--- src/bcs_pkg.sv ---
package bcs_pkg;
    // ------------------------------------------------------------
    // Region table
    // ------------------------------------------------------------
    localparam int NUM_REGIONS = 2;
    localparam logic REGION_BOOT = 1'b0;
    localparam logic REGION_DRAM = 1'b1;
    localparam int ADDR_HI = 31;
    localparam int ADDR_LO = 16;
    localparam int WAIT_W = 4;
    // Values after reset
    localparam logic [15:0] BOOT_BASE_RST = 16'h0000;
    localparam logic [15:0] BOOT_MASK_RST = 16'h0000;
    localparam logic [WAIT_W-1:0] BOOT_WAITS_RST = 4'h3;
    localparam logic [WAIT_W-1:0] DRAM_WAITS_RST = 4'h0;
    localparam logic [15:0] DRAM_BASE_RST = 16'h0000;
    localparam logic [15:0] DRAM_MASK_RST = 16'h0000;

    // ------------------------------------------------------------
    // Bus monitor
    // ------------------------------------------------------------
    localparam int MON_W = 11;
    localparam logic [MON_W-1:0] MON_LIMIT_00 = 11'h400;
    localparam logic [MON_W-1:0] MON_LIMIT_01 = 11'h200;
    localparam logic [MON_W-1:0] MON_LIMIT_10 = 11'h100;
    localparam logic [MON_W-1:0] MON_LIMIT_11 = 11'h080;

    // ------------------------------------------------------------
    // Parallel port
    // ------------------------------------------------------------
    localparam int PORT_W = 8;
    localparam int TRACE_W = 4;

    typedef enum logic [1:0] {
        BCS_IDLE,
        BCS_WAIT,
        BCS_FIN
    } bcs_state_e;
endpackage : bcs_pkg

--- src/bcs_par_port.sv ---
`timescale 1ns/1ps
`default_nettype none
module bcs_par_port
    import bcs_pkg::*;
(
    // Clock and reset
    input wire logic clk_sys_i,
    input wire logic srst_i,
    // Configuration
    input wire logic [PORT_W-1:0] pin_assign_i,
    input wire logic [PORT_W-1:0] gpio_out_i,
    input wire logic [PORT_W-1:0] gpio_dir_i,
    // Trace sources
    input wire logic [TRACE_W-1:0] processor_status_i,
    input wire logic [TRACE_W-1:0] debug_data_i,
    // Pins
    input wire logic [PORT_W-1:0] port_in_i,
    output logic [PORT_W-1:0] port_o,
    output logic [PORT_W-1:0] port_oe_o,
    output logic [PORT_W-1:0] gpio_in_o
);
    logic [PORT_W-1:0] alt_val;

    // Low nibble carries status, high nibble debug data
    assign alt_val = {debug_data_i, processor_status_i};

    // Per-pin selection; alternate function always drives the pin
    always_ff @(posedge clk_sys_i) begin
        if (srst_i) begin
            port_o <= '0;
            port_oe_o <= '0;
        end else begin
            port_o <= (pin_assign_i & alt_val) | (~pin_assign_i & gpio_out_i);
            port_oe_o <= pin_assign_i | gpio_dir_i;
        end
    end

    // Input capture
    always_ff @(posedge clk_sys_i) begin
        if (srst_i) begin
            gpio_in_o <= '0;
        end else begin
            gpio_in_o <= port_in_i;
        end
    end

    a_port_alt_sel: assert property (@(posedge clk_sys_i) disable iff (srst_i)
        !$past(srst_i) |-> (port_o & $past(pin_assign_i)) == ($past(alt_val) & $past(pin_assign_i))
            && ((port_oe_o & $past(pin_assign_i)) == $past(pin_assign_i)))
        else $error("alternate pin not carrying trace");
endmodule : bcs_par_port
`default_nettype wire

--- src/bcs_top.sv ---
`timescale 1ns/1ps
`default_nettype none
module bcs_top
    import bcs_pkg::*;
(
    // Clock and reset
    input wire logic clk_sys_i,
    input wire logic srst_i,
    // Processor bus cycle
    input wire logic transfer_start_i,
    input wire logic [31:0] addr_i,
    input wire logic rnw_i,
    output logic cycle_done_o,
    output logic transfer_error_o,
    output logic rnw_o,
    // Shared acknowledge line, open drain, active low
    input wire logic transfer_acknowledge_n_i,
    output logic transfer_acknowledge_n_o,
    output logic transfer_acknowledge_oe_o,
    // Chip selects, active low
    output logic boot_chip_select_n_o,
    output logic dram_select_n_o,
    // Region configuration strobe
    input wire logic cfg_wr_i,
    input wire logic cfg_sel_i,
    input wire logic [15:0] cfg_base_i,
    input wire logic [15:0] cfg_mask_i,
    input wire logic [WAIT_W-1:0] cfg_waits_i,
    input wire logic cfg_autoack_i,
    // Bus monitor control
    input wire logic monitor_en_i,
    input wire logic [1:0] monitor_timeout_select_i,
    // Parallel port
    input wire logic [PORT_W-1:0] pin_assign_i,
    input wire logic [PORT_W-1:0] gpio_out_i,
    input wire logic [PORT_W-1:0] gpio_dir_i,
    input wire logic [TRACE_W-1:0] processor_status_i,
    input wire logic [TRACE_W-1:0] debug_data_i,
    input wire logic [PORT_W-1:0] port_in_i,
    output logic [PORT_W-1:0] port_o,
    output logic [PORT_W-1:0] port_oe_o,
    output logic [PORT_W-1:0] gpio_in_o
);
    // ------------------------------------------------------------
    // Helpers
    // ------------------------------------------------------------
    // Mask bit set means the address bit is ignored
    function automatic logic region_hit(input logic [15:0] a, input logic [15:0] base,
                                        input logic [15:0] mask, input logic valid);
        region_hit = valid && (((a ^ base) & ~mask) == 16'h0000);
    endfunction : region_hit

    function automatic logic [MON_W-1:0] mon_limit(input logic [1:0] sel);
        case (sel)
            2'h0: mon_limit = MON_LIMIT_00;
            2'h1: mon_limit = MON_LIMIT_01;
            2'h2: mon_limit = MON_LIMIT_10;
            default: mon_limit = MON_LIMIT_11;
        endcase
    endfunction : mon_limit

    // ------------------------------------------------------------
    // Region storage
    // ------------------------------------------------------------
    logic [15:0] base_q [NUM_REGIONS];
    logic [15:0] mask_q [NUM_REGIONS];
    logic [WAIT_W-1:0] waits_q [NUM_REGIONS];
    logic autoack_q [NUM_REGIONS];
    logic valid_q [NUM_REGIONS];
    logic boot_global;

    // Table write; the boot entry resets to three waits with internal ack
    always_ff @(posedge clk_sys_i) begin
        if (srst_i) begin
            base_q[REGION_BOOT] <= BOOT_BASE_RST;
            mask_q[REGION_BOOT] <= BOOT_MASK_RST;
            waits_q[REGION_BOOT] <= BOOT_WAITS_RST;
            autoack_q[REGION_BOOT] <= 1'b1;
            valid_q[REGION_BOOT] <= 1'b0;
            base_q[REGION_DRAM] <= DRAM_BASE_RST;
            mask_q[REGION_DRAM] <= DRAM_MASK_RST;
            waits_q[REGION_DRAM] <= DRAM_WAITS_RST;
            autoack_q[REGION_DRAM] <= 1'b1;
            valid_q[REGION_DRAM] <= 1'b0;
        end else if (cfg_wr_i) begin
            base_q[cfg_sel_i] <= cfg_base_i;
            mask_q[cfg_sel_i] <= cfg_mask_i;
            waits_q[cfg_sel_i] <= cfg_waits_i;
            autoack_q[cfg_sel_i] <= cfg_autoack_i;
            valid_q[cfg_sel_i] <= 1'b1;
        end
    end

    // Global boot decode, dropped by the first boot mask write only
    always_ff @(posedge clk_sys_i) begin
        if (srst_i) begin
            boot_global <= 1'b1;
        end else if (cfg_wr_i && cfg_sel_i == REGION_BOOT) begin
            boot_global <= 1'b0;
        end
    end

    // ------------------------------------------------------------
    // Address decode
    // ------------------------------------------------------------
    logic hit_boot;
    logic hit_dram;
    logic sel_region;
    logic sel_any;

    // Boot wins when both match, so vectors stay reachable
    always_comb begin
        hit_boot = boot_global || region_hit(addr_i[ADDR_HI:ADDR_LO], base_q[REGION_BOOT],
                   mask_q[REGION_BOOT], valid_q[REGION_BOOT]);
        hit_dram = region_hit(addr_i[ADDR_HI:ADDR_LO], base_q[REGION_DRAM],
                   mask_q[REGION_DRAM], valid_q[REGION_DRAM]);
        sel_region = hit_boot ? REGION_BOOT : REGION_DRAM;
        sel_any = hit_boot || hit_dram;
    end

    // ------------------------------------------------------------
    // Bus cycle sequencer
    // ------------------------------------------------------------
    bcs_state_e state;
    logic [WAIT_W-1:0] wait_cnt;
    logic [WAIT_W-1:0] cur_waits;
    logic cur_autoack;
    logic [MON_W-1:0] age;
    logic [MON_W-1:0] cur_limit;
    logic cur_mon_en;
    logic ext_ack;

    // Our own drive must not be mistaken for a board's acknowledge
    assign ext_ack = !transfer_acknowledge_n_i && !transfer_acknowledge_oe_o;

    // State, counters and registered outputs of one bus cycle
    always_ff @(posedge clk_sys_i) begin
        if (srst_i) begin
            state <= BCS_IDLE;
            wait_cnt <= '0;
            cur_waits <= '0;
            cur_autoack <= 1'b0;
            age <= '0;
            cur_limit <= MON_LIMIT_00;
            cur_mon_en <= 1'b0;
            boot_chip_select_n_o <= 1'b1;
            dram_select_n_o <= 1'b1;
            transfer_acknowledge_oe_o <= 1'b0;
            cycle_done_o <= 1'b0;
            transfer_error_o <= 1'b0;
            rnw_o <= 1'b1;
        end else begin
            cycle_done_o <= 1'b0;
            transfer_error_o <= 1'b0;
            case (state)
                BCS_IDLE: begin
                    if (transfer_start_i) begin
                        // Zero waits acknowledge alongside the select, no extra cycle
                        if (sel_any && autoack_q[sel_region] && waits_q[sel_region] == '0) begin
                            state <= BCS_FIN;
                            transfer_acknowledge_oe_o <= 1'b1;
                        end else begin
                            state <= BCS_WAIT;
                        end
                        // The start edge counts as the first wait, so load one less
                        wait_cnt <= waits_q[sel_region] - 4'h1;
                        cur_waits <= waits_q[sel_region];
                        cur_autoack <= sel_any && autoack_q[sel_region];
                        age <= '0;
                        cur_limit <= mon_limit(monitor_timeout_select_i);
                        cur_mon_en <= monitor_en_i;
                        boot_chip_select_n_o <= !hit_boot;
                        dram_select_n_o <= hit_boot || !hit_dram;
                        rnw_o <= rnw_i;
                    end
                end
                BCS_WAIT: begin
                    if (ext_ack) begin
                        state <= BCS_IDLE;
                        cycle_done_o <= 1'b1;
                        boot_chip_select_n_o <= 1'b1;
                        dram_select_n_o <= 1'b1;
                    end else if (cur_autoack && wait_cnt == '0) begin
                        state <= BCS_FIN;
                        transfer_acknowledge_oe_o <= 1'b1;
                    end else if (cur_mon_en && age == cur_limit - 11'h001) begin
                        state <= BCS_IDLE;
                        transfer_error_o <= 1'b1;
                        boot_chip_select_n_o <= 1'b1;
                        dram_select_n_o <= 1'b1;
                    end else begin
                        if (wait_cnt != '0) begin
                            wait_cnt <= wait_cnt - 4'h1;
                        end
                        if (age != {MON_W{1'b1}}) begin
                            age <= age + 11'h001;
                        end
                    end
                end
                BCS_FIN: begin
                    state <= BCS_IDLE;
                    transfer_acknowledge_oe_o <= 1'b0;
                    cycle_done_o <= 1'b1;
                    boot_chip_select_n_o <= 1'b1;
                    dram_select_n_o <= 1'b1;
                end
                default: begin
                    state <= BCS_IDLE;
                    transfer_acknowledge_oe_o <= 1'b0;
                end
            endcase
        end
    end

    // Driven level is always low; the board pull-up gives the high
    always_ff @(posedge clk_sys_i) begin
        if (srst_i) begin
            transfer_acknowledge_n_o <= 1'b0;
        end else begin
            transfer_acknowledge_n_o <= 1'b0;
        end
    end

    // ------------------------------------------------------------
    // Parallel port
    // ------------------------------------------------------------
    bcs_par_port u_port (
        .clk_sys_i(clk_sys_i),
        .srst_i(srst_i),
        .pin_assign_i(pin_assign_i),
        .gpio_out_i(gpio_out_i),
        .gpio_dir_i(gpio_dir_i),
        .processor_status_i(processor_status_i),
        .debug_data_i(debug_data_i),
        .port_in_i(port_in_i),
        .port_o(port_o),
        .port_oe_o(port_oe_o),
        .gpio_in_o(gpio_in_o)
    );

    // ------------------------------------------------------------
    // Checks
    // ------------------------------------------------------------
    a_boot_any_addr: assert property (@(posedge clk_sys_i) disable iff (srst_i)
        state == BCS_IDLE && transfer_start_i && boot_global |=> !boot_chip_select_n_o)
        else $error("boot select missed during global decode");

    a_global_clear: assert property (@(posedge clk_sys_i) disable iff (srst_i)
        cfg_wr_i && cfg_sel_i == REGION_BOOT |=> !boot_global ##1 !boot_global)
        else $error("global boot decode survived mask write");

    a_dram_base: assert property (@(posedge clk_sys_i) disable iff (srst_i)
        state == BCS_IDLE && transfer_start_i && !hit_boot && hit_dram
        |=> !dram_select_n_o && boot_chip_select_n_o)
        else $error("dram region not selected");

    a_wait_count: assert property (@(posedge clk_sys_i) disable iff (srst_i)
        $rose(transfer_acknowledge_oe_o) |-> age == ((cur_waits == '0) ? 11'h000
            : {7'h00, cur_waits} - 11'h001))
        else $error("internal ack at wrong wait count");

    a_boot_waits: assert property (@(posedge clk_sys_i)
        $past(srst_i) && !srst_i |-> waits_q[REGION_BOOT] == 4'h3 && boot_global)
        else $error("boot defaults wrong after reset");

    a_ack_pulse: assert property (@(posedge clk_sys_i) disable iff (srst_i)
        transfer_acknowledge_oe_o |=> !transfer_acknowledge_oe_o && cycle_done_o
            && boot_chip_select_n_o && dram_select_n_o)
        else $error("ack not a single cycle ending the transfer");

    a_ext_single: assert property (@(posedge clk_sys_i) disable iff (srst_i)
        state == BCS_WAIT && ext_ack |=> state == BCS_IDLE && !transfer_acknowledge_oe_o
            && cycle_done_o)
        else $error("external ack did not end cycle cleanly");

    a_monitor_time: assert property (@(posedge clk_sys_i) disable iff (srst_i)
        transfer_error_o |-> age == cur_limit - 11'h001 && state == BCS_IDLE)
        else $error("transfer error at wrong time");
endmodule : bcs_top
`default_nettype wire

--- config.mk ---
export PLATFORM = sky130hd
export DESIGN_NAME = bcs_top
export DESIGN_NICKNAME = d
export VERILOG_FILES = /design/src/bcs_pkg.sv /design/src/bcs_par_port.sv /design/src/bcs_top.sv
export SDC_FILE = /design/constraint.sdc
export NUM_CORES = 1
export LEC_CHECK = 0
export BUFFER_PORTS_ARGS = -buffer_cell sky130_fd_sc_hd__buf_2
export CORE_MARGIN = 3
export CORE_UTILIZATION = 53
export CTS_CLUSTER_SIZE = 16
export DETAILED_ROUTE_END_ITERATION = 16
export HOLD_SLACK_MARGIN = 0.12
export PLACE_DENSITY = 0.81
export SYNTH_ARGS = -nofsm -noshare
export SYNTH_HDL_FRONTEND = slang
export SYNTH_SLANG_ARGS = --single-unit
--- constraint.sdc ---
create_clock -name clk_sys_i -period 4.9 [get_ports clk_sys_i]
set_input_delay 0.245 -clock clk_sys_i [delete_from_list [all_inputs] [get_ports clk_sys_i]]
set_output_delay 0.245 -clock clk_sys_i [all_outputs]
set_load 0.05 [all_outputs]
### Word level (Yosys, flattened, before mapping)

Memory sizes are Yosys's and may differ from the RTL's.
Cells that the tools add are included.

* add/subtract/negate cells: 4
* equality and inequality tests: 17
* mux-type cells: 55
* bitwise operators: 13
* reductions and logical operators: 36

Operators with widths (number)
* 11-bit 2-to-1 mux: 5
* 11-bit one-hot mux with 3 select lines: 1
* 16-bit bitwise AND: 2
* 16-bit zero test: 2
* 16-bit 2-to-1 mux: 2
* 16-bit NOT: 2
* 16-bit OR reduction: 2
* 16-bit XOR: 2
* 1-bit 2-to-1 mux: 29
* 4-bit 2-to-1 mux: 6
* 11-bit one-hot mux with 2 select lines: 1
* 8-bit bitwise AND: 2
* 2-bit != test, second input constant: 8
* 8-bit bitwise OR: 2
* 6-bit AND reduction: 2
* 11-bit by 1-bit adder with 11-bit output, second input constant: 1
* 11-bit equality test: 1
* 11-bit != test, second input constant: 1
* 11-bit by 1-bit subtractor with 11-bit output, second input constant: 1
* 2-bit 2-to-1 mux: 5
* 1-bit logical AND: 8
* 4-bit zero test: 2
* 8-bit NOT: 1
* 4-bit one-hot mux with 2 select lines: 1
* other kinds (19): 36

* register bits: 61
* RAM bits: 76
* input port bits: 119
* output and inout bits: 31
* memories kept: 5

Memory list
* base_q: words 2, width 16, rd ports 2, clocked after Yosys merged registers in 0, write ports 2, RTL line bcs_top.sv:65 `logic [15:0] base_q [NUM_REGIONS];`
* mask_q: words 2, width 16, rd ports 2, clocked after Yosys merged registers in 0, write ports 2, RTL line bcs_top.sv:66 `logic [15:0] mask_q [NUM_REGIONS];`
* waits_q: words 2, width 4, rd ports 1, clocked after Yosys merged registers in 0, write ports 2, RTL line bcs_top.sv:67 `logic [WAIT_W-1:0] waits_q [NUM_REGIONS];`
* autoack_q: words 2, width 1, rd ports 1, clocked after Yosys merged registers in 0, write ports 2, RTL line bcs_top.sv:68 `logic autoack_q [NUM_REGIONS];`
* valid_q: words 2, width 1, rd ports 2, clocked after Yosys merged registers in 0, write ports 2, RTL line bcs_top.sv:69 `logic valid_q [NUM_REGIONS];`

### Longest topological paths before layout

Gate-level depths: netlist (run 1).
An unclocked memory read counts as a cell.

* depth after elaboration: 13
* depth in mapped cells: 13

### Cells and area by module

From an unflattened synthesis (run 1), not the netlist that was laid out.

* cells, all modules: 511
* area, all modules: 5778.0 sq um

Modules (own cells, without submodules)
* bcs_top: times used 1, cells each 445, area an instance 5054.8 sq um
* bcs_par_port: times used 1, cells each 66, area an instance 723.2 sq um

### Worst setup path before layout (run 1)

OpenSTA, ideal clock, no wires.

* kind: flip-flop to flip-flop
* start: memory base_q[0][7]
* end: register wait_cnt[2]
* setup time: 131 ps
* arrival: 2279 ps
* data required time: 4769 ps
* slack: 2489 ps
* cell stages (with the launch flop): 14
* path buffers: 0
* path through: edfxtp_1 xnor2_1 o22ai_1 nor3_1 a31oi_4 mux2i_1 nor2_1 a21oi_1 ha_1 nand2_1 nor2_1 mux2_4 a41oi_1 a31oi_1

RTL lines
* start, declared: RTL line bcs_top.sv:65
* end signal, assigned: RTL line bcs_top.sv:166 `wait_cnt <= waits_q[sel_region] - 4'h1;`
* end signal, assigned: RTL line bcs_top.sv:193 `wait_cnt <= wait_cnt - 4'h1;`
* end, declared: RTL line bcs_top.sv:125 `logic [WAIT_W-1:0] wait_cnt;`

==> reports/results.txt, run 1 <==
status -> complete, no violations
clk slew on worst S/H paths -> 0.05 ns
DP HPWL -> 8930 um
worst slew pin tran -> 0.919 ns
Reg-to-Reg Start -> base_q[0][7]
DRC viols -> 0
total CTS buffers -> 17
Reg2Reg Setup Slack -> 1.96 ns
number of synthesized register bits -> 130
DRT iter0 DRCs -> 335
Setup CP Type -> reg2reg
Synth cell types -> 56
critical path cell sequence -> xnor2_1, o22ai_1, nor3_1, and3_1, o221ai_1, ha_1, nand2_1, nor2_1, mux2_4, a41oi_1, a31oi_1
Post CTS Setup Buffer Count -> 0
Placer Congestion -> 0.855
PD cells -> 400 mW/mm^2
fin crit share -> 60.0%
CP arrival -> 3.30 ns
largest net degree at the start of global routing -> 45
antenna cells -> 0
initial antenna violation count -> 0
clock skew -> 0.0104 ns
Hold/Removal Path Class -> in2reg
CP startpoint -> base_q[0][7]
Via-to-Cell Ratio -> 5.39
Tmin final -> 2.94 ns
CP Capture Type -> flip-flop
grt ovf -> 0
Synth Cell Area -> 0.00580 sq mm
Pleak -> 0.00321 uW
f_max -> 0.340 GHz
H-tree levels -> 4
Worst R2R Path Depth -> 11
Slowest Stage Delay on Critical Path -> 0.55 ns
Synth Flop Type -> edfxtp_1
Routed WL -> 14,700 um
clk sinks -> 130
Clock Latency Late Sink -> 0.52 ns
via count -> 4,723
drt pass-1 iters -> 5
Die H -> 111 um
Setup Total Neg Slack -> 0 ns
max-slew headroom at the worst pin -> 38.7%
Core Region -> 0.0105 sq mm
maximum VDD drop -> 0.000276 V
Fin. Hold Viols -> 0
full die area -> 0.0122 sq mm
area leader, netlist -> edfxtp_1
Syn-to-layout area delta -> 36.0%
I/O pin total -> 150
clk buf depth -> 2
Final ANT Viol Nets -> 0
largest fanout on the critical path -> 4
YS warnings -> 0
DR WL/cell -> 16.8 um
FF-to-FF End -> wait_cnt[2]
Max Slew Vio Count -> 0
final-report setup violation count -> 0
vias in the first global route -> 5,106
top-count cell post-synth -> and2_1
Max Cap Viol -> 0
Synth Instances -> 515
Final Util -> 75.4%
Post-synth ARST share -> 0%
register area share after synthesis -> 57.3%
initial core utilization -> 55.5%
synth top area cells -> edfxtp_1 (37%), dfxtp_1 (20%), and2_1 (8.0%)
RSZ-0062 raised after global routing -> no
Yosys top cell area share -> 37.3%
Fillers -> 685
Worst Setup EP -> wait_cnt[2]
startpoint types -> flip-flop
GRT Resource Usage Total -> 25.0%
clock root buffer -> clkbuf_8
Hold Crit Start -> transfer_acknowledge_n_i
syn avg cell area -> 11.3 sq um
number of enable flip-flop cells after synthesis -> 72
Site Rows -> 37
die width -> 111 um
global-route wire length before repair -> 24,600 um
Worst EP required -> 5.26 ns
Port-buffer cells -> 132
share of cells above drive strength 1 -> 22.8%
Post-synth top cells -> and2_1 (74), edfxtp_1 (72), dfxtp_1 (58)
CTS tree -> yes
critical path's slowest cell -> nor3_1
Total Nets Final -> 855
syn_nets -> 641
critical path, delay by kind of cell, from the launching register on:
kind	cells	cell delay (ns)
xor+xnor	1	0.21
fa+ha+maj	1	0.31
compound gates	4	0.64
mux	1	0.25
flops	1	0.37
simple gates	4	0.99
kinds of logic (layout without fill, tap and decap cells):
group | after synthesis | after routing | share of synthesized area [%]
compound gates | 68 | 68 | 8.65
xor+xnor | 43 | 43 | 6.73
fa+ha+maj | 7 | 7 | 1.51
buf+inv | 33 | 259 | 2.20
flops | 130 | 130 | 57.3
mux | 15 | 15 | 2.70
other cells | 1 | 1 | 0.0646
simple gates | 218 | 218 | 20.9
layout by cell type, fill, tap and decap left out, types with 7 or more instances in the layout:
master and instances:
buf_2 132, dlygate4sd3_1 82, and2_1 74, edfxtp_1 72
dfxtp_1 58, nor2_1 57, xnor2_1 38, nand2_1 21
clkbuf_16 16, o22ai_1 14, mux2i_1 13, inv_1 12
o21ai_0 12, a21oi_1 12, nor3_1 10, nor2b_1 9
nand3_1 8, ha_1 7, clkinv_1 7
layout make-up:
class	count	area (sq um)	area share (%)
Sequential cell	130	3320	42.1
Multi-Input combinational cell	352	2360	29.9
Timing Repair Buffer	216	1500	19.0
Clock buffer	21	429	5.44
Tap cell	136	170	2.16
Clock inverter	10	68.8	0.872
Inverter	12	45.0	0.571
layer usage:
metal / part of all wire (%) / vias to the layer above / wire (um) / GRT usage, %
met4: 2.7 / 0 / 395 / 11.2
met3: 5.6 / 39 / 822 / 6.08
met5: 0 / - / 0 / 0
li1: - / 2238 / - / -
met2: 53 / 181 / 7750 / 43.9
met1: 39 / 2265 / 5740 / 28.8
power breakdown:
| group | switching [uW] | total, uW | internal (uW) |
|---|---|---|---|
| sequential | 65.7 | 1330 | 1260 |
| combinational | 452 | 751 | 299 |
| clock | 425 | 1080 | 654 |
repair_timing:
item / CTS / global route
hold buffers: 82 / 0
gates resized for setup: 0 / 0
setup endpoints to repair: 0 / 0
hold endpoints to repair: 104 / 0
sequential cells by signal, indices dropped and copies added (netlist names), 2 cells and up:
register          flops
u_port.gpio_in_o      8
valid_q               2
waits_q               8
wait_cnt              4
u_port.port_o         8
age                  11
u_port.port_oe_o      8
mask_q               32
cur_limit             4
state                 2
autoack_q             2
base_q               32
through the flow:
stage                     instances  cell area (sq um)  power, uW  hold WS [ns]  setup slack, ns
after floorplan                 515               5800       1840         0.354             2.49
after global placement          764               6570       2000         0.431             2.04
after detailed placement        764               6570       2030         0.436             1.96
after CTS                       877               7890       3160         0.185             1.94
after global routing            877               7890       3310         0.257             1.74
final                           877               7890       3160         0.218             1.96
how the worst min path moves through the flow:
stage | cells past startpoint | endpoint
after floorplan | 2 | autoack_q[0]
after global placement | 1 | valid_q[0]
after detailed placement | 1 | valid_q[1]
after CTS | 4 | cycle_done_o
after global routing | 4 | cycle_done_o
final | 4 | cycle_done_o
(Power assumes the default switching activity.)
==> run 2: changes to the inputs <==
- CORE_UTILIZATION: 53 -> 48
- PLACE_DENSITY: 0.81 -> 0.77
- clock period: 4.9 -> 2.6 ns (I/O delays scaled with it)
==> reports/results.txt, run 2 (synthesis results as in run 1) <==
status -> complete, no violations
Die H -> 116 um (+4.8%)
clk slew on worst S/H paths -> 0.05 ns (about the same)
full die area -> 0.0134 sq mm (+9.8%)
Tmin final -> 2.58 ns (-0.354 ns)
Max Slew Vio Count -> 0 (unchanged)
final worst slack -> 0.0155 ns (-1.95 ns)
initial core utilization -> 50.0% (-5.5 points)
largest fanout on the critical path -> 4 (unchanged)
Routed WL -> 15,100 um (+2.6%)
Worst EP required -> 2.89 ns (-2.37 ns)
die width -> 116 um (+4.8%)
drt pass-1 iters -> 4 (-1)
DRT iter0 DRCs -> 296 (-12%)
Final ANT Viol Nets -> 0 (unchanged)
antenna cells -> 0 (unchanged)
most common cell after layout, fill and taps aside -> buf_2
Port-buffer cells -> 132 (unchanged)
top flop regs -> base_q (32), mask_q (32), age (11)
Core Region -> 0.0116 sq mm (+11%)
vias in the first global route -> 5,062 (-0.86%)
PD cells -> 765 mW/mm^2 (+91%)
DP HPWL -> 9280 um (+4.0%)
max-slew headroom at the worst pin -> 39.5% (+0.78 points)
Reg2Reg Setup Slack -> 0.02 ns (-1.95 ns)
Fillers -> 796 (+16%)
CP arrival -> 2.88 ns (-0.42 ns)
Max Cap Viol -> 0 (unchanged)
Site Rows -> 39 (+5.4%)
global-route wire length before repair -> 23,700 um (-4.0%)
initial antenna violation count -> 0 (unchanged)
WHS Path Cells -> 2 (-2)
Via-to-Cell Ratio -> 5.32 (-1.1%)
clk buf depth -> 2 (unchanged)
fin crit share -> 99.4% (+39 points)
Register Area -> 0.00332 sq mm (unchanged)
Hold Path End -> u_port.port_o[3]
pre-CTS setup slack -> -0.0583 ns (-2.02 ns)
Hold Crit Start -> srst_i
via count -> 4,803 (+1.7%)
CTS tree -> yes
Setup CP Type -> reg2reg
Placer Congestion -> 0.852 (-0.40%)
RSZ-0062 raised after global routing -> yes
Fin. Hold Viols -> 0 (unchanged)
largest net degree at the start of global routing -> 41 (-8.9%)
Worst R2R Path Depth -> 13 (+2)
maximum VDD drop -> 0.000389 V (+41%)
Syn-to-layout area delta -> 41.3%
clock skew -> 0.00955 ns (-0.000894 ns)
total CTS buffers -> 17 (unchanged)
clock root buffer -> clkbuf_16
H-tree levels -> 4 (unchanged)
startpoint types -> flip-flop
clk sinks -> 130 (unchanged)
share of cells above drive strength 1 -> 26.4% (+3.5 points)
Hold/Removal Path Class -> in2reg
CP Capture Type -> flip-flop
Pleak -> 0.00338 uW (+5.3%)
final-report setup violation count -> 0 (unchanged)
GRT Resource Usage Total -> 22.8% (-2.2 points)
Reg-to-Reg Start -> base_q[0][13]
Final Total Pwr -> 6270 uW (+99%)
grt ovf -> 0 (unchanged)
Clock Latency Late Sink -> 0.42 ns (-0.10 ns)
f_max -> 0.387 GHz (+14%)
most frequent cells in the layout -> buf_2 (132), dlygate4sd3_1 (89), and2_1 (74)
DR WL/cell -> 16.7 um (-0.26%)
DRC viols -> 0 (unchanged)
Total Nets Final -> 872 (+2.0%)
multi-input logic area -> 0.00245 sq mm (+4.2%)
FF-to-FF End -> wait_cnt[2]
I/O pin total -> 150 (unchanged)
worst slew pin tran -> 0.907 ns (-0.0117 ns)
## run 2: changes by cell type in the layout (fill, tap and decap cells not counted), moves of 5 or more
cell           previous run  this run
dlygate4sd3_1            82        89
clkinv_1                  7         2
xnor2_1                  38        32
buf_4                     2        12
xnor2_2                   0         6
## run 2: layout make-up
cell class	instances	area share, %
timing repair buffer	233	20.0
clock inverter	12	1.42
tap	143	2.18
sequential	130	40.5
inverter	12	0.550
clock buffer	20	5.33
multi-input combinational	352	29.9
## run 2: worst max path at each step
stage | start | to | slack (ns)
6_report | base_q[0][13] | wait_cnt[2] | 0.02
3_3_place_gp | base_q[0][2] | wait_cnt[2] | 0.11
4_1_cts | base_q[0][3] | wait_cnt[2] | 0.009
2_1_floorplan | base_q[0][7] | wait_cnt[2] | 0.19
3_5_place_dp | base_q[0][2] | wait_cnt[2] | -0.06
5_1_grt | base_q[0][13] | wait_cnt[2] | -0.09
## run 2: per-stage QoR
stage	setup TNS [ns]	instances	utilization, %	hold WS [ns]	cell area (sq um)
after floorplan	0	515	-	0.239	5800
after global placement	0	780	57.2	0.334	6650
after detailed placement	-0.0583	780	57.2	0.339	6650
after CTS	0	902	69.9	0.122	8110
after global routing	-0.0865	902	70.6	0.168	8200
final	0	902	70.6	0.134	8200
## run 2: repair_timing
item,in CTS,in global routing
pin swaps,2,5
setup buffers,1,0
hold buffers,89,0
cloned,0,0
endpoints found under the setup margin,1,4
hold endpoints to repair,104,0
resized for setup,3,12
## run 2: worst max-delay path: stages (launching register included)
cell	delay [ns]
edfxtp_1	0.42
xnor2_2	0.23
o22ai_2	0.13
nor4_4	0.35
a31oi_4	0.15
mux2i_1	0.16
nor2_1	0.11
a21oi_1	0.06
ha_2	0.22
nand2_1	0.07
nor2_1	0.05
mux2_4	0.26
a41oi_2	0.15
a31oi_1	0.10
## run 2: power breakdown
group | switching (uW) | internal (uW)
Combinational | 884 | 638
Clock | 848 | 1390
Sequential | 129 | 2380
## run 2: routing by layer
layer	GRT usage, %	vias up	wire, um
met3	6.11	46	874
met5	0	-	0
met2	39.3	198	7850
li1	-	2280	-
met1	25.7	2279	5840
met4	12.1	0	528
